[src/verilog/timer_pkg.sv]
// Purpose: Shared constants and types for the prescaled down-counter timer
// Assumes: 32-bit APB, one word per register
// Notes:   Offsets are byte addresses
package timer_pkg;

  // ---------------------------------------------------------------
  // Register map
  // ---------------------------------------------------------------
  localparam logic [7:0] OFF_COUNT   = 8'h00;
  localparam logic [7:0] OFF_PRESC   = 8'h04;
  localparam logic [7:0] OFF_CTRL    = 8'h08;
  localparam logic [7:0] OFF_IRQ_ST  = 8'h0C;
  localparam logic [7:0] OFF_IRQ_MSK = 8'h10;
  localparam logic [7:0] OFF_POWER   = 8'h14;

  // ---------------------------------------------------------------
  // Field positions of the control/status register
  // ---------------------------------------------------------------
  localparam int CTRL_TAP_LO  = 0;
  localparam int CTRL_TAP_HI  = 2;
  localparam int CTRL_RUN     = 3;
  localparam int CTRL_IRQ_EN  = 4;
  localparam int CTRL_EXT_SEL = 5;
  localparam int CTRL_ZERO    = 7;

  // Power register fields
  localparam int PWR_WAIT = 0;
  localparam int PWR_STOP = 1;

  // ---------------------------------------------------------------
  // Widths, divider and reset values
  // ---------------------------------------------------------------
  localparam int COUNT_W = 8;
  localparam int PRESC_W = 7;
  localparam int TAP_W   = 3;
  localparam int INT_DIV = 12;

  localparam logic [7:0] COUNT_RST = 8'hFF;
  localparam logic [6:0] PRESC_ALL = 7'h7F;
  localparam logic [7:0] CTRL_RST  = 8'h00;
  localparam logic [1:0] IRQ_RST   = 2'h0;

  // Interrupt status bit positions
  localparam int EV_ZERO = 0;
  localparam int EV_WAKE = 1;

  // APB request carrier
  typedef struct packed {
    logic        sel;
    logic        enable;
    logic        write;
    logic [7:0]  addr;
    logic [31:0] wdata;
  } apb_req_t;

  // Power modes
  typedef enum logic [1:0] {
    MODE_RUN,
    MODE_WAIT,
    MODE_STOP
  } power_mode_t;

endpackage

[src/verilog/edge_tick.sv]
// Purpose: Rising-edge detector producing a one-cycle tick
// Assumes: Input already synchronous to ref_clk
// Notes:   Tick only while enabled; history kept while frozen
`timescale 1ns/1ps
module edge_tick (
  input  wire logic ref_clk,
  input  wire logic rst_n,
  input  wire logic enable,
  input  wire logic level,
  output wire logic tick
);

  logic last_level;

  // ---------------------------------------------------------------
  // Edge history
  // ---------------------------------------------------------------
  always_ff @(posedge ref_clk) begin
    if (!rst_n) begin
      last_level <= 1'b0;
    end else if (enable) begin
      last_level <= level;
    end
  end

  assign tick = enable & level & ~last_level;

endmodule

[src/verilog/prescaled_down_counter_timer.sv]
// Purpose: 8-bit down-counter behind a 7-bit prescaler, APB register access
// Assumes: ref_clk 25 MHz, timer_pin synchronous to ref_clk
// Notes:   Interrupt block beside the control/status zero flag
//
// Function
// - The count drops by one on each rising edge of the selected tap.
// - Software may write and read the count at any time; the code ignores count writes in STOP.
// - Reaching zero sets the zero-reached flag in the control register.
// - An interrupt is requested while the flag and its enable are set.
// - The timer interrupt ends WAIT mode.
// - The prescaler is fed by the clock divided by 12 or by the pin.
// - The prescaler drops by one on each rising edge of its input.
// - The tap select picks the prescaler input or prescaler bit n-1.
// - With run low all prescaler bits are ones and the count holds.
// - With run high software may load the prescaler from 0 to 7Fh; the code ignores prescaler writes in STOP.
// - The present prescaler state is readable.
// - In WAIT the clock keeps running and the timer keeps counting.
// - In STOP the timer freezes and keeps its register contents.
//
// The APB register port and the register addresses were left to the implementer.
`timescale 1ns/1ps
module prescaled_down_counter_timer
  import timer_pkg::*;
#(
  parameter int DIVIDE = INT_DIV
) (
  input  wire logic        ref_clk,
  input  wire logic        rst_n,
  input  wire logic        psel,
  input  wire logic        penable,
  input  wire logic        pwrite,
  input  wire logic [7:0]  paddr,
  input  wire logic [31:0] pwdata,
  input  wire logic [3:0]  pstrb,
  output logic      [31:0] prdata,
  output wire logic        pready,
  output wire logic        pslverr,
  input  wire logic        timer_pin,
  input  wire logic        wake_event_in,
  output wire logic        timer_irq,
  output wire logic        irq,
  output wire logic        wake,
  output wire logic [1:0]  power_mode
);

  // ---------------------------------------------------------------
  // Declarations
  // ---------------------------------------------------------------
  apb_req_t             req;
  logic [COUNT_W-1:0]   count_value_reg;
  logic [PRESC_W-1:0]   prescaler_value_reg;
  logic [TAP_W-1:0]     tap_select;
  logic                 prescaler_run;
  logic                 zero_irq_enable;
  logic                 ext_clock_sel;
  logic                 zero_reached_flag;
  logic [1:0]           irq_status;
  logic [1:0]           irq_mask;
  power_mode_t          mode;
  power_mode_t          next_mode;
  logic [3:0]           div_cnt;
  logic                 div_out;
  logic                 clk_live;
  logic                 src_level;
  logic                 presc_tick;
  logic                 tap_level;
  logic                 tap_tick;
  logic                 count_tick;
  logic                 zero_event;
  logic                 wr;
  logic                 rd_en;
  logic                 mapped;
  logic                 wr_count;
  logic                 wr_presc;
  logic                 wr_ctrl;
  logic                 wr_ctrl_ok;
  logic                 wr_st;
  logic                 wr_msk;
  logic                 wr_pwr;
  logic [COUNT_W-1:0]   next_count;

  localparam logic [3:0] DIV_LAST = 4'(DIVIDE - 1);
  localparam logic [3:0] DIV_HALF = 4'(DIVIDE / 2);

  // Byte-lane qualified write of the low byte
  function automatic logic lane0(input logic [3:0] strb);
    lane0 = strb[0];
  endfunction

  // Address match for an access, used by the write decode and the error check
  function automatic logic hit(input logic [7:0] a, input logic [7:0] off);
    hit = (a == off);
  endfunction

  assign req = '{sel: psel, enable: penable, write: pwrite,
                 addr: paddr, wdata: pwdata};

  // ---------------------------------------------------------------
  // APB slave
  // ---------------------------------------------------------------
  assign pready  = 1'b1;
  assign mapped  = hit(req.addr, OFF_COUNT) | hit(req.addr, OFF_PRESC) |
                   hit(req.addr, OFF_CTRL) | hit(req.addr, OFF_IRQ_ST) |
                   hit(req.addr, OFF_IRQ_MSK) | hit(req.addr, OFF_POWER);
  assign pslverr = req.sel & req.enable & ~mapped;
  assign wr      = req.sel & req.enable & req.write & lane0(pstrb);
  // Read data is loaded in the setup cycle so it stands through access
  assign rd_en   = req.sel & ~req.enable & ~req.write;
  assign wr_count   = wr & hit(req.addr, OFF_COUNT);
  assign wr_presc   = wr & hit(req.addr, OFF_PRESC);
  assign wr_ctrl    = wr & hit(req.addr, OFF_CTRL);
  assign wr_st      = wr & hit(req.addr, OFF_IRQ_ST);
  assign wr_msk     = wr & hit(req.addr, OFF_IRQ_MSK);
  assign wr_pwr     = wr & hit(req.addr, OFF_POWER);
  assign wr_ctrl_ok = wr_ctrl;

  always_ff @(posedge ref_clk) begin
    if (!rst_n) begin
      prdata <= 32'h0000_0000;
    end else if (rd_en) begin
      unique case (req.addr)
        OFF_COUNT:   prdata <= {24'h00_0000, count_value_reg};
        OFF_PRESC:   prdata <= {25'h000_0000, prescaler_value_reg};
        OFF_CTRL:    prdata <= {24'h00_0000, zero_reached_flag, 1'b0,
                                ext_clock_sel, zero_irq_enable,
                                prescaler_run, tap_select};
        OFF_IRQ_ST:  prdata <= {30'h0000_0000, irq_status};
        OFF_IRQ_MSK: prdata <= {30'h0000_0000, irq_mask};
        OFF_POWER:   prdata <= {30'h0000_0000, mode == MODE_STOP,
                                mode == MODE_WAIT};
        default:     prdata <= 32'h0000_0000;
      endcase
    end
  end

  // ---------------------------------------------------------------
  // Control bits
  // ---------------------------------------------------------------
  always_ff @(posedge ref_clk) begin
    if (!rst_n) begin
      {zero_irq_enable, ext_clock_sel, prescaler_run, tap_select} <=
        {1'b0, 1'b0, 1'b0, 3'h0};
    end else if (wr_ctrl_ok && mode != MODE_STOP) begin
      tap_select      <= req.wdata[CTRL_TAP_HI:CTRL_TAP_LO];
      prescaler_run   <= req.wdata[CTRL_RUN];
      zero_irq_enable <= req.wdata[CTRL_IRQ_EN];
      ext_clock_sel   <= req.wdata[CTRL_EXT_SEL];
    end
  end

  // ---------------------------------------------------------------
  // Power mode
  // ---------------------------------------------------------------
  always_comb begin
    next_mode = mode;
    unique case (mode)
      MODE_RUN: begin
        if (wr_pwr && req.wdata[PWR_STOP]) begin
          next_mode = MODE_STOP;
        end else if (wr_pwr && req.wdata[PWR_WAIT]) begin
          next_mode = MODE_WAIT;
        end
      end
      MODE_WAIT: begin
        if (timer_irq || wake_event_in) begin
          next_mode = MODE_RUN;
        end
      end
      MODE_STOP: begin
        if (wake_event_in) begin
          next_mode = MODE_RUN;
        end
      end
      default: next_mode = MODE_RUN;
    endcase
  end

  always_ff @(posedge ref_clk) begin
    if (!rst_n) begin
      mode <= MODE_RUN;
    end else begin
      mode <= next_mode;
    end
  end

  assign power_mode = mode;
  assign wake       = (mode == MODE_WAIT) & timer_irq;
  // Clock gate: live in RUN and WAIT, frozen in STOP
  assign clk_live   = (mode != MODE_STOP);

  // ---------------------------------------------------------------
  // Internal divide-by-12 source
  // ---------------------------------------------------------------
  always_ff @(posedge ref_clk) begin
    if (!rst_n) begin
      div_cnt <= 4'h0;
      div_out <= 1'b0;
    end else if (clk_live) begin
      div_cnt <= (div_cnt == DIV_LAST) ? 4'h0 : div_cnt + 4'h1;
      div_out <= (div_cnt == DIV_LAST) | (div_cnt < DIV_HALF - 4'h1);
    end
  end

  assign src_level = ext_clock_sel ? timer_pin : div_out;

  edge_tick src_edge (
    .ref_clk (ref_clk),
    .rst_n   (rst_n),
    .enable  (clk_live),
    .level   (src_level),
    .tick    (presc_tick)
  );

  // ---------------------------------------------------------------
  // Prescaler
  // ---------------------------------------------------------------
  always_ff @(posedge ref_clk) begin
    if (!rst_n) begin
      prescaler_value_reg <= PRESC_ALL;
    end else if (!prescaler_run) begin
      prescaler_value_reg <= PRESC_ALL;
    end else if (wr_presc && clk_live) begin
      prescaler_value_reg <= req.wdata[PRESC_W-1:0];
    end else if (presc_tick) begin
      prescaler_value_reg <= prescaler_value_reg - 7'h01;
    end
  end

  // Tap k: prescaler input for k=0, else bit k-1; the down-count makes
  // bit k-1 rise once every 2^k input edges
  always_comb begin
    tap_level = 1'b0;
    if (tap_select == 3'h0) begin
      tap_level = presc_tick;
    end else begin
      tap_level = prescaler_value_reg[tap_select - 3'h1];
    end
  end

  // ---------------------------------------------------------------
  // Counter clock tap
  // ---------------------------------------------------------------
  edge_tick tap_edge_det (
    .ref_clk (ref_clk),
    .rst_n   (rst_n),
    .enable  (clk_live),
    .level   (tap_level),
    .tick    (tap_tick)
  );

  // History runs while stopped, so setting run gives no false edge
  always_comb begin
    count_tick = 1'b0;
    if (prescaler_run && clk_live) begin
      if (tap_select == 3'h0) begin
        count_tick = presc_tick;
      end else begin
        count_tick = tap_tick;
      end
    end
  end

  // ---------------------------------------------------------------
  // Down-counter
  // ---------------------------------------------------------------
  localparam logic [COUNT_W-1:0] COUNT_ONE = COUNT_W'(1);

  // Next value of the down-count
  function automatic logic [COUNT_W-1:0] dec_count(
    input logic [COUNT_W-1:0] v
  );
    dec_count = v - COUNT_ONE;
  endfunction

  assign next_count = dec_count(count_value_reg);

  // A software load in the same cycle hides the tick
  assign zero_event = count_tick & ~wr_count &
                      (count_value_reg == COUNT_ONE);

  always_ff @(posedge ref_clk) begin
    if (!rst_n) begin
      count_value_reg <= COUNT_RST;
    end else if (wr_count && clk_live) begin
      count_value_reg <= req.wdata[COUNT_W-1:0];
    end else if (count_tick) begin
      count_value_reg <= next_count;
    end
  end

  // ---------------------------------------------------------------
  // Zero flag
  // ---------------------------------------------------------------
  // Set wins over a clearing write in the same cycle
  always_ff @(posedge ref_clk) begin
    if (!rst_n) begin
      zero_reached_flag <= 1'b0;
    end else if (zero_event) begin
      zero_reached_flag <= 1'b1;
    end else if (wr_ctrl_ok && clk_live && !req.wdata[CTRL_ZERO]) begin
      zero_reached_flag <= 1'b0;
    end
  end

  // Request follows the flag and its enable
  assign timer_irq = zero_reached_flag & zero_irq_enable;

  // ---------------------------------------------------------------
  // Interrupt status and mask
  // ---------------------------------------------------------------
  logic [1:0] events;
  logic [1:0] st_clear;

  always_comb begin
    events          = 2'h0;
    events[EV_ZERO] = zero_event;
    events[EV_WAKE] = wake;
  end

  assign st_clear = wr_st ? req.wdata[1:0] : 2'h0;

  // Sticky bits, cleared by writing one; a new event wins
  always_ff @(posedge ref_clk) begin
    if (!rst_n) begin
      irq_status <= IRQ_RST;
    end else begin
      irq_status <= (irq_status & ~st_clear) | events;
    end
  end

  // Mask bit high blocks the matching status bit
  always_ff @(posedge ref_clk) begin
    if (!rst_n) begin
      irq_mask <= IRQ_RST;
    end else if (wr_msk) begin
      irq_mask <= req.wdata[1:0];
    end
  end

  // Level output while any unmasked status bit is set
  assign irq = |(irq_status & ~irq_mask);

endmodule

[config.mk]
export PLATFORM = sky130hd
export DESIGN_NAME = prescaled_down_counter_timer
export DESIGN_NICKNAME = d
export VERILOG_FILES = /design/src/verilog/timer_pkg.sv /design/src/verilog/edge_tick.sv /design/src/verilog/prescaled_down_counter_timer.sv
export SDC_FILE = /design/constraint.sdc
export NUM_CORES = 1
export LEC_CHECK = 0
export BUFFER_PORTS_ARGS = -buffer_cell sky130_fd_sc_hd__buf_2
export CAP_MARGIN = 20
export CORE_ASPECT_RATIO = 1.1
export CORE_MARGIN = 4
export CORE_UTILIZATION = 25
export DETAILED_ROUTE_END_ITERATION = 7
export PLACE_DENSITY = 0.43
export SLEW_MARGIN = 30
export SYNTH_ARGS = -nofsm -noshare
export SYNTH_HDL_FRONTEND = slang
export SYNTH_SLANG_ARGS = --single-unit
[constraint.sdc]
create_clock -name ref_clk -period 3.6 [get_ports ref_clk]
set_clock_uncertainty 0.05 [all_clocks]
set_input_delay 0.72 -clock ref_clk [delete_from_list [all_inputs] [get_ports ref_clk]]
set_output_delay 0.72 -clock ref_clk [all_outputs]
set_load 0.05 [all_outputs]
-- Word level (Yosys, flattened, before mapping)
Cells that the tools add are included.
- register bits: 67
- bits of input ports: 51
- output and inout bits: 39
- word-level logic and storage cells: 109
- add/subtract/negate cells: 4
- order comparisons: 2
- equal/unequal tests: 13
- muxes and demuxes: 20
- bitwise operators: 37
- reductions and logical operators: 18
- operators by type and width (kind ; number):
    8-bit case mux with 6 select lines ; 1
    1-bit AND ; 20
    8-bit by 4-bit == test with 1-bit output, second input constant ; 2
    8-bit by 5-bit == test with 1-bit output, second input constant ; 2
    8-bit 2-to-1 mux ; 2
    7-bit 2-to-1 mux ; 2
    2-bit 2-to-1 mux ; 5
    8-bit by 1-bit == test with 1-bit output, second input constant ; 1
    8-bit by 3-bit == test with 1-bit output, second input constant ; 1
    8-bit zero test ; 1
    8-bit by 1-bit subtractor with 8-bit output, second input constant ; 1
    1-bit logical AND ; 7
    1-bit 2-to-1 mux ; 7
    7-bit by 1-bit subtractor with 7-bit output, second input constant ; 1
    1-bit NOT ; 6
    1-bit OR ; 6
    2-bit case mux with 3 select lines ; 1
    2-bit nonzero test ; 3
    4-bit by 1-bit adder with 4-bit output, second input constant ; 1
    2-bit AND ; 2
    4-bit == test, second input constant ; 1
    3-bit by 4-bit less-than comparator with 1-bit output, second input constant ; 1
    4-bit by 3-bit less-than comparator with 1-bit output, second input constant ; 1
    4-bit 2-to-1 mux ; 1
    16 further kinds ; 18

-- Logic depth before layout (Yosys ltp)
Gate-level depths: netlist of run 1.
- depth after elaboration: 11
- depth in mapped cells: 9
- depth with buffers taken out: 8

-- Hierarchy
Synthesis of run 1 repeated with hierarchy kept, for this count alone.
- cells, all modules: 332
- area total of the unflattened synthesis: 2750.1 um^2
- modules (own cells, without submodules) (module ; instances ; cells each ; area an instance (um^2) ; seq. area each (um^2)):
    prescaled_down_counter_timer ; 1 ; 322 ; 2667.6 ; 820.8
    edge_tick ; 2 ; 5 ; 41.3 ; 20.0

-- Worst setup path before layout of run 1
No wires, ideal clock.
- path kind: input port to flip-flop
- from: input port paddr[4]
- to: register count_value_reg[4]
- setup time: 0.120 ns
- arrival time: 2.697 ns
- data required time: 3.430 ns
- path slack: 0.734 ns
- cell stages on the path: 8
- buffers on the path: 2
- path through: buf_6 or4_4 or4_4 or3_1 clkbuf_2 nand2_1 mux2i_1 a211o_1
- longest elaborated chain between the ends: 4
- elaborated cells on any way between the ends: 5
- classes of those cells: mux: 1; bitwise: 1; reduce/logical: 3
- ends and longest elaborated chain (what ; RTL line ; RTL):
    start, declared ; prescaled_down_counter_timer.sv:32 ; input wire logic [7:0] paddr,
    8-bit zero test (*) ; prescaled_down_counter_timer.sv:92 ; hit = (a == off);
    1-bit AND (*) ; prescaled_down_counter_timer.sv:109 ; assign wr_count = wr & hit(req.addr, OFF_COUNT);
    1-bit logical AND (*) ; prescaled_down_counter_timer.sv:284 ; end else if (wr_count && clk_live) begin
    8-bit 2-to-1 mux or 2-bit nonzero test (tied branches) ; -- ;
    end signal, assigned ; prescaled_down_counter_timer.sv:285 ; count_value_reg <= req.wdata[COUNT_W-1:0];
    end signal, assigned ; prescaled_down_counter_timer.sv:287 ; count_value_reg <= next_count;
    end, declared ; prescaled_down_counter_timer.sv:50 ; logic [COUNT_W-1:0] count_value_reg;
Every way passes the cells marked *; elsewhere a longest branch is shown, timed or not.
A chain may end at the register's enable or synchronous reset.

-- Worst setup path after layout of run 1
- from: register tap_select[0]
- to: register irq_status[0]
- longest elaborated chain between the ends: 11
- elaborated cells on any way between the ends: 12
- classes of those cells: add/sub: 1; mux: 5; bitwise: 5; reduce/logical: 1
- ends and longest elaborated chain (what ; RTL line ; RTL):
    start, declared ; prescaled_down_counter_timer.sv:52 ; logic [TAP_W-1:0] tap_select;
    start signal, assigned ; prescaled_down_counter_timer.sv:141 ; {zero_irq_enable, ext_clock_sel, prescaler_run, tap_select} <=
    start signal, assigned ; prescaled_down_counter_timer.sv:144 ; tap_select <= req.wdata[CTRL_TAP_HI:CTRL_TAP_LO];
    3-bit by 1-bit subtractor with 3-bit output ; prescaled_down_counter_timer.sv:236 ; tap_level = prescaler_value_reg[tap_select - 3'h1];
    1-bit binary-select mux with 3-bit select ; prescaled_down_counter_timer.sv:236 ;
    1-bit 2-to-1 mux (implied by the code) ; prescaled_down_counter_timer.sv:236 ;
    1-bit 2-to-1 mux ; prescaled_down_counter_timer.sv:233 ; if (tap_select == 3'h0) begin
    1-bit AND (2 in series) ; edge_tick.sv:26 ; assign tick = enable & level & ~last_level;
    1-bit 2-to-1 mux (*) ; prescaled_down_counter_timer.sv:255 ; if (tap_select == 3'h0) begin
    1-bit 2-to-1 mux (*) ; prescaled_down_counter_timer.sv:254 ; if (prescaler_run && clk_live) begin
    1-bit AND (*) (2 in series) ; prescaled_down_counter_timer.sv:278 ; assign zero_event = count_tick & ~wr_count &
    2-bit OR (*) ; prescaled_down_counter_timer.sv:327 ; irq_status <= (irq_status & ~st_clear) | events;
    end signal, assigned ; prescaled_down_counter_timer.sv:327 ;
    end, declared ; prescaled_down_counter_timer.sv:57 ; logic [1:0] irq_status;
Every way passes the cells marked *; elsewhere a longest branch is shown, timed or not. The select of a mux whose other input is x is not followed.

==> run summary, run 1 <==
The run finished with clean final reports. The area of all sequential standard cells is 861 sq um. Synthesis instantiated 57 different standard cells from the library. The H-tree was split into 2 levels. Static timing analysis puts the maximum clock frequency at 345 MHz. The final critical path time including I/O delays and setup is 2.90 ns. The run gives 0 as the count of cells resized by post-cts repair. By area the synthesized netlist is led by dfxtp_1 (31%), mux2i_1 (8.6%), buf_4 (6.7%), nand2_1 (4.6%), nor2_1 (4.3%). The mean cell area of the mapped netlist was 8.11 sq um; the static leakage was 0.00133 uW. Multiplexer cells account for 11.4% of the synthesized area. For the number of antenna violations at the first check in global routing, the log shows 0. Buffers placed on the I/O ports in this run total 37. The xor/xnor cell area share of the yosys netlist came out at 2.50%. The signal on the critical path passes through inv_1, ha_1, mux2_2, a211oi_1, nor3_1, o31ai_2, or2_2, a21oi_1.

The first TritonRoute pass finished after 4 iterations. The area share of fa/ha/maj cells after synthesis is 3.13%. The clock reaches the later pin of the worst-skew pair after 0.28 ns. By startpoint and endpoint, the worst setup path is classified as register to register. The most used flip-flop cell after synthesis is dfxtp_1. The type of element capturing the critical path is a register.

Yosys mapped a number of flops with a built-in enable equal to 0. The number of global-route vias before repair is 2368, and the per-cell via count in the routed design is 4.60. Global routing finished with a remaining overflow of 0. The dominant combinational cell family by area after synthesis is simple AND/OR/NAND/NOR gates. At the worst endpoint, the required time is 3.69 ns. Leaving out fill and tap cells, the most frequent cells in the layout are dfxtp_1 (43), buf_2 (37), nand2_1 (34).

Counting flops with an async set or reset pin after synthesis yields a share of 0%. In the final design database the tool counted 435 nets. The area growth from synthesis to layout is 12.8%. The number of antenna diodes in the final layout is 0. For the half-perimeter wire length of the detailed placement result, the log shows 6010 microns. The kind of start point of the critical path was a register. The first global-routing pass estimated 12500 microns of wire. After detailed placement, the design holds a cell count of 517. The compound-cell area share of the yosys netlist is 15.2%. Detailed-route via count: 2415. The post-synthesis instance total is 345. Measured against its own limit, the worst slew margin works out to 50.0%. The number of buffer and inverter stages on the critical path came out at 1. IR analysis of the VDD net gives a maximum drop of 207 uV.

Entering global routing, the biggest net connects 25 pins. The most frequent standard cell in the layout excluding fill and tap cells is dfxtp_1. The floorplan step set the die height to 119 microns. The final-report max-slew violation count was 0; the synthesized-area fraction occupied by and/or/nand/nor cells was 24.3%. The total setup violations reported at the end of the flow is 0.

TritonCTS built the clock tree. The multi-input combinational cells in the finished layout cover a total of 0.00168 sq mm. Once detail routing completed, the nets flagged for antenna violations numbered 0. On the critical path, the stage with the largest delay is an instance of o31ai_2. The number of buffers inserted for hold repair after clock tree synthesis was 0; the power per standard cell area was 336 mW/mm^2.

Broken down by cell family, the worst path's largest delay share belongs to compound AO/OA/AOI/OAI gates. In this design, the stage delay of the slowest critical-path cell is 0.59 ns. Clock-pin slew on the worst setup and hold paths: 0.06 ns. For the number of clock buffers inserted by TritonCTS, the log shows 5. The logs give 43 for the number of sinks handled by clock tree synthesis and 141 for the iteration-0 DRC count of the detailed router. Buffer depth of the longest clock path: 2. Setup repair after global routing left no endpoint under its margin.

The run gives 12.3% as the all-layer global routing usage. The final critical path takes up 80.4% of the cycle. In the final routed layout, each cell accounts on average for 14.6 microns. Adding up every negative setup slack in the final design gives 0 ns. The logs give 0.00280 sq mm for the area of the mapped netlist and 30.8% for the post-synthesis sequential area ratio. The total area inside the core boundary comes to 0.0110 sq mm.

Post-CTS timing repair inserted 0 buffers for setup. The transition at the pin with the smallest max-transition slack was 0.744 ns. The worst hold path belongs to the class register to register. The floorplan step defined a die boundary enclosing 0.0130 sq mm. For this configuration, the core starts out at a cell density of 25.5%.

The congestion estimate from routability-driven global placement came to 0.773. Max-cap violations in this run came to 0. After detailed routing, the number of remaining DRC violations is 0.

The highest fanout seen on the critical path came out at 10. Summed over all instances, the cell type with the most area after synthesis is dfxtp_1. The root buffer cell chosen for the clock tree is clkbuf_16. The share of post-route cells with drive strength above 1 came out at 18.8%.

In this run, synthesis produced a sequential element count of 43. The tools report the number of failing hold endpoints at the final stage as 0. Share of the synthesized area in the top cell type: 30.8%. The worst endpoint data arrival time was 2.99 ns; the floorplan row count was 40. The final layout contains routed wiring with a total length of 7690 microns. The count of warnings emitted by yosys was 0; the number of standard cells in the layout, taps in and fillers out was 525. The chip width came out at 109 microns. For the top-level port count, the log shows 90. For the filler cell count, the log shows 1213.
==> path summary, 6_finish.rpt <==
kind                                                 end  slack (ns)                        from  depth (start not counted)
worst max-delay path            irq_status[0]$_SDFF_PN0_        0.70  tap_select[0]$_SDFFE_PN0N_                          8
worst min-delay path              prdata[0]$_SDFFE_PN0P_        0.40      prdata[0]$_SDFFE_PN0P_                          2
worst max register to register  irq_status[0]$_SDFF_PN0_        0.70  tap_select[0]$_SDFFE_PN0N_                          8
worst min register to register    prdata[0]$_SDFFE_PN0P_        0.40      prdata[0]$_SDFFE_PN0P_                          2
==> routing by layer <==
layer	global-route usage (%)	share of wire (%)	up-vias	routed length (microns)
met1	16.4	47	1117	3600
li1	-	-	1236	-
met5	0	0	-	0
met2	19.5	47	54	3610
met3	2.55	4.5	8	346
met4	4.03	1.7	0	133
==> worst min-delay path: stages, from the launching register on <==
cell,delay (ns)
dfxtp_1,0.31
nand2_1,0.05
a21oi_1,0.05
==> stage by stage <==
stage	hold WS [ns]	setup slack [ns]	power (uW)	util [%]	instance area [sq um]
4_1_cts	0.404	0.426	1080	28.8	3150
2_1_floorplan	0.387	0.734	621	-	2890
3_3_place_gp	0.389	0.459	628	27.4	3010
6_report	0.399	0.704	1060	28.8	3160
3_5_place_dp	0.395	0.440	628	27.4	3010
5_1_grt	0.426	0.391	1110	28.8	3160
==> cell type report <==
| cell class | count | area share, % |
|---|---|---|
| Clock inverter | 3 | 0.634 |
| Tap cell | 147 | 5.82 |
| Clock buffer | 5 | 3.96 |
| Sequential cell | 43 | 27.3 |
| Multi-Input combinational cell | 268 | 53.2 |
| Inverter | 17 | 2.02 |
| Timing Repair Buffer | 42 | 7.05 |
==> report_power, final <==
part | leakage, uW | switching [uW] | internal (uW) | total, uW
sequential | 0.000348 | 3.96 | 481 | 485
combinational | 0.000915 | 103 | 28.6 | 132
clock | 0.0000658 | 190 | 256 | 446
total | 0.00133 | 297 | 765 | 1060
==> synthesized netlist by cell type (5+ instances only) <==
library cell and n:
dfxtp_1 43, nand2_1 34, nor2_1 32, buf_4 25, mux2i_1 24, a21oi_1 20
inv_1 16, o21ai_0 14, nand3_1 12, nor3_1 12, clkbuf_1 9, ha_1 7
xnor2_1 7, a211oi_1 6, a22oi_1 6, mux2_2 5, o211ai_1 5, or3_1 5
==> cells by family (layout without fill, tap and decap cells) <==
family                   count (synthesis)  count (layout)
flip-flops                              43              43
adder cells (fa/ha/maj)                  7               7
AND/OR/NAND/NOR                        131             131
XOR/XNOR                                 8               8
multiplexers                            30              30
AO/OA/AOI/OAI                           67              67
other                                    2              25
buffers and inverters                   57              67
Power figures use the tool's default switching activity.
==> run 2: changes to the inputs <==
==> constraint.sdc (replaced) <==
create_clock -name ref_clk -period 2.9 [get_ports ref_clk]
set_clock_uncertainty 0.05 [all_clocks]
set_input_delay 0.58 -clock ref_clk [delete_from_list [all_inputs] [get_ports ref_clk]]
set_output_delay 0.58 -clock ref_clk [all_outputs]
set_load 0.05 [all_outputs]
==> run 2 against run 1 <==
- sequential cell count stayed put
- die area is the same
- sequential power up 24%
- non-clock buffer count increased by 12
- cell area is 3.6% higher
- worst setup slack got worse by 0.45 ns
- via count rose by 1.4%
- power grew 36%
- utilization rose by 1.0 points
- largest cell class unchanged
- largest power group is now the clock network
- highest routed layer unchanged
==> run summary, run 2 (synthesis results as in run 1) <==
The flow ran to the end, and the final reports show no timing, DRC or antenna violations. The top-level port count was 90 (unchanged). The tools report the effective utilization at floorplan as 25.5% (unchanged).

The number of max-capacitance violations reported was 0 (unchanged); the routed length per placed instance was 14.4 microns (-1.5%). For the iteration-0 DRC count of the detailed router, the log shows 143 (+1.4%). The tools report the clock insertion delay at the later pin of the skew report as 0.29 ns (about the same). The area of the core was 0.0110 sq mm (unchanged); the floorplan die height was 119 microns (unchanged). The transition at the pin with the smallest max-transition slack works out to 0.631 ns (-0.113 ns). The half-perimeter wire length of the detailed placement result is 6090 microns (+1.3%).

Final total negative setup slack: 0 ns (unchanged). The power per standard cell area was 440 mW/mm^2 (+31%); the worst endpoint data arrival time was 2.02 ns (-0.97 ns). Register-to-register setup slack: 0.30 ns (-0.40 ns).

The residual overflow from global routing came out at 0 (unchanged). The terminating pin of the worst hold path was prdata[0]$_SDFFE_PN0P_. For the finished layout, the period the worst path requires is 2.65 ns. The path class of the tightest hold or removal check is register to register.

Highest-delay cell along the critical path: or4_1. Number of setup buffers added after CTS: 0 (unchanged). Root buffer cell: clkbuf_16. The run gives 2434 (+2.8%) as the number of global-route vias before repair. Worst IR drop on VDD: 202 uV (-2.1%). The run gives 2 (unchanged) as the buffer depth of the longest clock path. The kind of start point of the critical path is an input port. The all-layer global routing usage is 12.4% (+0.11 points), and the share of post-route cells with drive strength above 1 is 21.0% (+2.2 points). The library cell used most frequently in the layout, excluding fill and tap cells, is dfxtp_1.

Setup repair after global routing left no endpoint under its margin. The count of cells resized by post-cts repair was 0 (unchanged); the routability congestion estimate was 0.772 (-0.16%). The required time of the critical path was 2.27 ns (-1.42 ns). Multi-input logic area: 0.00168 sq mm (-0.30%). For the number of failing hold endpoints at the final stage, the log shows 0 (unchanged). In this design, the largest share of critical-path delay is due to simple AND/OR/NAND/NOR gates. The signal on the critical path passes through buf_2, or2_2, or4_1, buf_4, a21oi_1, nor2_1, buf_2.

The per-cell via count in the routed design is 4.56 (-0.90%). The die area was 0.0130 sq mm (unchanged); the number of sinks handled by clock tree synthesis was 43 (unchanged). The highest fanout seen on the critical path was 4 (-6); the number of standard cells in the layout, taps in and fillers out was 537 (+2.3%). The static leakage is 0.00140 uW (+5.6%). The number of placed instances with taps included is 529 (+2.3%).

The total wire length after detailed routing is 7750 microns (+0.78%), and the cell depth of the worst hold path is 2 (unchanged). The area of all sequential standard cells was 861 sq um (unchanged); the layout-stage area growth over the synthesis result was 16.9%. TritonCTS built the clock tree.

The achievable clock frequency came out at 378 MHz. The chip width is 109 microns (unchanged), and the filler cell count is 1189 (-2.0%). The worst setup path is of the input port to primary output kind. The library cells used most frequently in the layout, excluding fill and tap cells, are dfxtp_1 (43), buf_2 (37), nand2_1 (34). The depth of the CTS H-tree was 2 (unchanged); the total setup violations reported at the end of the flow was 0 (unchanged). The worst hold path begins at prdata[0]$_SDFFE_PN0P_.

The clock-pin slew on the worst setup and hold paths was 0.06 ns (about the same); the floorplan row count was 40 (unchanged). The cell that appears most often on the critical path is buf_2. The run gives 0 (unchanged) as the diode insertion count for antenna repair. For the number of antenna violations at the first check in global routing, the log shows 0 (unchanged).

The detailed-route via count came out at 2448 (+1.4%). The run gives 447 (+2.8%) as the total number of nets in the final design. The number of buffer and inverter stages on the critical path is 3 (+2). STA classifies the critical path endpoint as a primary output. The end of the worst register-to-register path was count_value_reg[6]$_SDFFE_PN1P_.

The run gives 57.6% (+7.6 points) as the normalized max-slew margin. The run gives 5 (unchanged) as the number of clock buffers inserted by TritonCTS. The run gives 12600 microns (+0.55%) as the wire length of the first global-routing pass. The launching point of the worst reg2reg path was tap_select[1]$_SDFFE_PN0N_. The logs give 0 (unchanged) for the post-route DRC violation count and 0 (unchanged) for the number of nets still failing antenna checks after routing.

The share of the clock period used by the worst path after layout is 91.3%, and the largest stage delay on the critical path is 0.45 ns (-0.14 ns). The number of port buffers was 37 (unchanged); the largest net degree at the start of global routing was 21 (-16%). The number of cells on the worst reg-to-reg path is 9 (+1). The number of buffers inserted for hold repair after clock tree synthesis is 0 (unchanged). The final-report max-slew violation count was 0 (unchanged); the number of optimization iterations in the first detailed-route pass was 4 (unchanged).
==> run 2: stage by stage <==
step	total power, uW	instance area (sq um)	hold slack (ns)	util [%]	setup WS (ns)
floorplan	771	2890	0.387	-	0.174
global placement	786	3100	0.393	28.3	0.0784
detailed placement	787	3100	0.391	28.3	0.0744
CTS	1460	3270	0.400	29.9	0.243
global route	1490	3270	0.427	29.9	0.0839
finish	1440	3270	0.398	29.9	0.251
==> run 2: worst reg2reg max path: cells and delay by family, from the launching register on <==
family,cells,cell delay [ns]
AOI/OAI and AO/OA,2,0.39
adders and majority gates,1,0.35
and+or+nand+nor,2,0.35
muxes,2,0.71
DFF,1,0.39
buffers and inverters,2,0.28
==> run 2: worst max-delay path by stage <==
| stage | start | end | slack [ns] | depth (start not counted) |
|---|---|---|---|---|
| after floorplan | paddr[4] | count_value_reg[4]$_SDFFE_PN1P_ | 0.17 | 8 |
| after CTS | paddr[7] | pslverr | 0.24 | 7 |
| final | paddr[7] | pslverr | 0.25 | 7 |
| after detailed placement | paddr[5] | count_value_reg[4]$_SDFFE_PN1P_ | 0.07 | 7 |
| after global routing | tap_select[1]$_SDFFE_PN0N_ | count_value_reg[6]$_SDFFE_PN1P_ | 0.08 | 9 |
| after global placement | paddr[5] | count_value_reg[4]$_SDFFE_PN1P_ | 0.08 | 7 |
==> run 2: cell type report <==
type	count	area share, %
Clock inverter	2	1.07
Inverter	17	1.95
Sequential cell	43	26.3
Multi-Input combinational cell	268	51.2
Tap cell	147	5.62
Timing Repair Buffer	54	9.56
Clock buffer	6	4.24
==> run 2: power by group <==
group / total, uW / internal (uW) / switching [uW]
clock: 667 / 429 / 238
sequential: 602 / 597 / 4.99
combinational: 171 / 40.8 / 130
==> run 2: routing by layer <==
layer  wire [microns]  track usage [%]
met1             3490             16.3
met2             3710             20.6
met3              453             2.17
met4               96             3.55
met5                0                0
==> run 3: changes to the inputs <==
--- a/config.mk
+++ b/config.mk
@@ -5,9 +5,9 @@
 export SDC_FILE = /design/constraint.sdc
 export NUM_CORES = 1
 export LEC_CHECK = 0
-export BUFFER_PORTS_ARGS = -buffer_cell sky130_fd_sc_hd__buf_2
+export BUFFER_PORTS_ARGS = -buffer_cell sky130_fd_sc_hd__buf_4
 export CAP_MARGIN = 20
-export CORE_ASPECT_RATIO = 1.1
+export CORE_ASPECT_RATIO = 1.25
 export CORE_MARGIN = 4
 export CORE_UTILIZATION = 25
 export DETAILED_ROUTE_END_ITERATION = 7
==> run 3 against run 2 <==
- global-route usage is 0.24 points lower
- critical endpoint unchanged
- cell area is 0.46% higher
- sequential cell count stayed put
==> run summary, run 3 (synthesis results as in run 1) <==
The terminating pin of the worst hold path is prdata[0]$_SDFFE_PN0P_. The number of sinks handled by clock tree synthesis is 43 (unchanged). The floorplan die height works out to 126 microns (+6.2%). TritonCTS built the clock tree. The total setup violations reported at the end of the flow is 0 (unchanged). Most frequent standard cell in the layout excluding fill and tap cells: buf_4.

The run gives 0 (unchanged) as the residual overflow from global routing. The run gives 3960 microns (+6.8%) as the met2 layer wire length in the routed design. The multi-input logic area is 0.00168 sq mm (unchanged), and the final-report max-slew violation count is 0 (unchanged). In this run the critical register-to-register path is launched from tap_select[1]$_SDFFE_PN0N_. The number of optimization iterations in the first detailed-route pass is 4 (unchanged), and the wire length of the first global-routing pass is 12200 microns (-3.2%). The highest fanout seen on the critical path was 4 (unchanged). The run gives 42 (+5.0%) as the floorplan row count. The logs give 861 sq um (unchanged) for the area of all sequential standard cells and 0.763 (-1.1%) for the routability congestion estimate. The total number of nets in the final design is 444 (-0.67%). The worst setup path is of the input port to primary output kind. The critical path's most frequent cell was buf_4.

The transition at the pin with the smallest max-transition slack was 0.667 ns (+0.0363 ns). Walking the worst path, the cells encountered are buf_4, or2_2, or4_1, buf_4, a21oi_1, nor2_1, buf_4. The final cell utilization of the core is 30.5% (+0.66 points), and the static leakage is 0.00139 uW (-0.99%). The highest-delay cell along the critical path is or4_1. Number of placed instances with taps included: 511 (-3.4%). The tools report the achievable clock frequency as 379 MHz (+0.37%).

The worst endpoint data arrival time is 2.01 ns (about the same). The run gives 12.2% (-0.24 points) as the all-layer global routing usage. The die area is 0.0130 sq mm (about the same). Routed length per placed instance: 15.3 microns (+5.8%). The count of cells resized by post-cts repair was 0 (unchanged). The buffer depth of the longest clock path was 2 (unchanged); the wire length on met1 was 3470 microns (-0.49%).

The final total negative setup slack is 0 ns (unchanged). For the area of the core, the log shows 0.0108 sq mm (-1.7%). The number of buffer and inverter stages on the critical path came out at 3 (unchanged). The logs give 0.35 ns (+0.05 ns) for the register-to-register setup slack and 0 (unchanged) for the diode insertion count for antenna repair. The clock-pin slew on the worst setup and hold paths works out to 0.06 ns (about the same). The run gives 0 (unchanged) as the number of max-capacitance violations reported. Setup repair after global routing left no endpoint under its margin.

The share of the clock period used by the worst path after layout works out to 91.0% (-0.34 points). The wire length on met3 was 365 microns (-19%). The detailed-route via count was 2446 (-0.082%). The tools report the number of antenna violations at the first check in global routing as 0 (unchanged). For the number of clock buffers inserted by TritonCTS, the log shows 5 (unchanged). Grouping stages by cell kind, the critical path spends the most delay in simple AND/OR/NAND/NOR gates.

The worst IR drop on VDD is 245 uV (+21%). The uppermost signal routing layer after detailed routing is met4. The number of buffers inserted for hold repair after clock tree synthesis was 0 (unchanged); the effective utilization at floorplan was 26.0% (+0.44 points). In this run the clock root is driven by a clkbuf_16. The tools report the critical path startpoint as paddr[7]. Final critical path time including I/O delays and setup: 2.64 ns (-0.00980 ns). The clock insertion delay at the later pin of the skew report is 0.29 ns (about the same), and the share of post-route cells with drive strength above 1 is 19.9% (-1.1 points). The power per standard cell area works out to 404 mW/mm^2 (-8.2%). Per-cell via count in the routed design: 4.71 (+3.4%). The run finished with clean final reports. The number of cells on the worst reg-to-reg path is 9 (unchanged), and the required time of the critical path is 2.27 ns (about the same). Number of standard cells in the layout, taps in and fillers out: 519 (-3.4%). STA classifies the critical path startpoint as an input port. The number of failing hold endpoints at the final stage is 0 (unchanged), and the layout-stage area growth over the synthesis result is 17.4%. The cell depth of the worst hold path is 2 (unchanged), and the half-perimeter wire length of the detailed placement result is 6160 microns (+1.2%). The top-level port count came out at 90 (unchanged). STA classifies the critical path endpoint as a primary output.

The number of nets still failing antenna checks after routing was 0 (unchanged); the largest net degree at the start of global routing was 22 (+4.8%). The critical hold path startpoint was prdata[0]$_SDFFE_PN0P_. The worst hold path belongs to the class register to register. The chip width works out to 103 microns (-5.7%).

The run gives 1151 (-3.2%) as the filler cell count. For the depth of the CTS H-tree, the log shows 2 (unchanged). The iteration-0 DRC count of the detailed router was 82 (-43%). Leaving out fill and tap cells, the most frequent cells in the layout are buf_4 (51), dfxtp_1 (43), nand2_1 (34). The worst register-to-register path ends at count_value_reg[6]$_SDFFE_PN1P_. The logs give 7920 microns (+2.3%) for the total wire length after detailed routing and 0 (unchanged) for the number of setup buffers added after CTS. The number of port buffers came out at 37 (unchanged). The tools report the number of global-route vias before repair as 2320 (-4.7%). The normalized max-slew margin was 55.1% (-2.4 points); the post-route DRC violation count was 0 (unchanged). The largest stage delay on the critical path is 0.43 ns (-0.02 ns).
==> run 3: cell count changes in the layout (fill, tap and decap cells not counted), sizes merged <==
cell	before	now
clkbuf	6	7
buf	54	51
bufinv	1	0
==> run 3: worst min-delay path: stages (launching register included) <==
cell and delay (ns):
dfxtp_1 0.31, nand2_1 0.05, a21oi_1 0.05
==> run 3: worst max path at each step <==
stage / slack (ns) / to / cells past startpoint
after floorplan: 0.17 / count_value_reg[4]$_SDFFE_PN1P_ / 8
after global placement: 0.05 / count_value_reg[4]$_SDFFE_PN1P_ / 7
after detailed placement: 0.06 / count_value_reg[4]$_SDFFE_PN1P_ / 7
after CTS: 0.24 / pslverr / 7
after global routing: 0.14 / count_value_reg[6]$_SDFFE_PN1P_ / 9
final: 0.26 / pslverr / 7
==> run 3: power by group <==
group | internal [uW] | switching, uW
sequential | 597 | 5.03
combinational | 47.6 | 129
clock | 319 | 229
total | 963 | 364
==> run 3: area by class of cell <==
type / instances / area share (%)
Multi-Input combinational cell: 268 / 51.0
Sequential cell: 43 / 26.2
Timing Repair Buffer: 51 / 11.6
Tap cell: 132 / 5.02
Clock buffer: 7 / 4.04
Inverter: 17 / 1.94
Clock inverter: 1 / 0.152
==> run 3: metrics by stage <==
stage / setup slack (ns) / hold slack (ns) / total power, uW / instance area, sq um
finish: 0.261 / 0.403 / 1330 / 3290
CTS: 0.245 / 0.409 / 1350 / 3290
global route: 0.139 / 0.434 / 1380 / 3290
global placement: 0.0494 / 0.396 / 792 / 3150
detailed placement: 0.0550 / 0.400 / 793 / 3150
floorplan: 0.174 / 0.387 / 771 / 2890
==> run 3: layer usage <==
| layer | GRT usage (%) | up-vias |
|---|---|---|
| met5 | 0 | - |
| met4 | 4.40 | 0 |
| met3 | 1.87 | 6 |
| met2 | 21.6 | 61 |
| met1 | 14.4 | 1133 |
| li1 | - | 1246 |
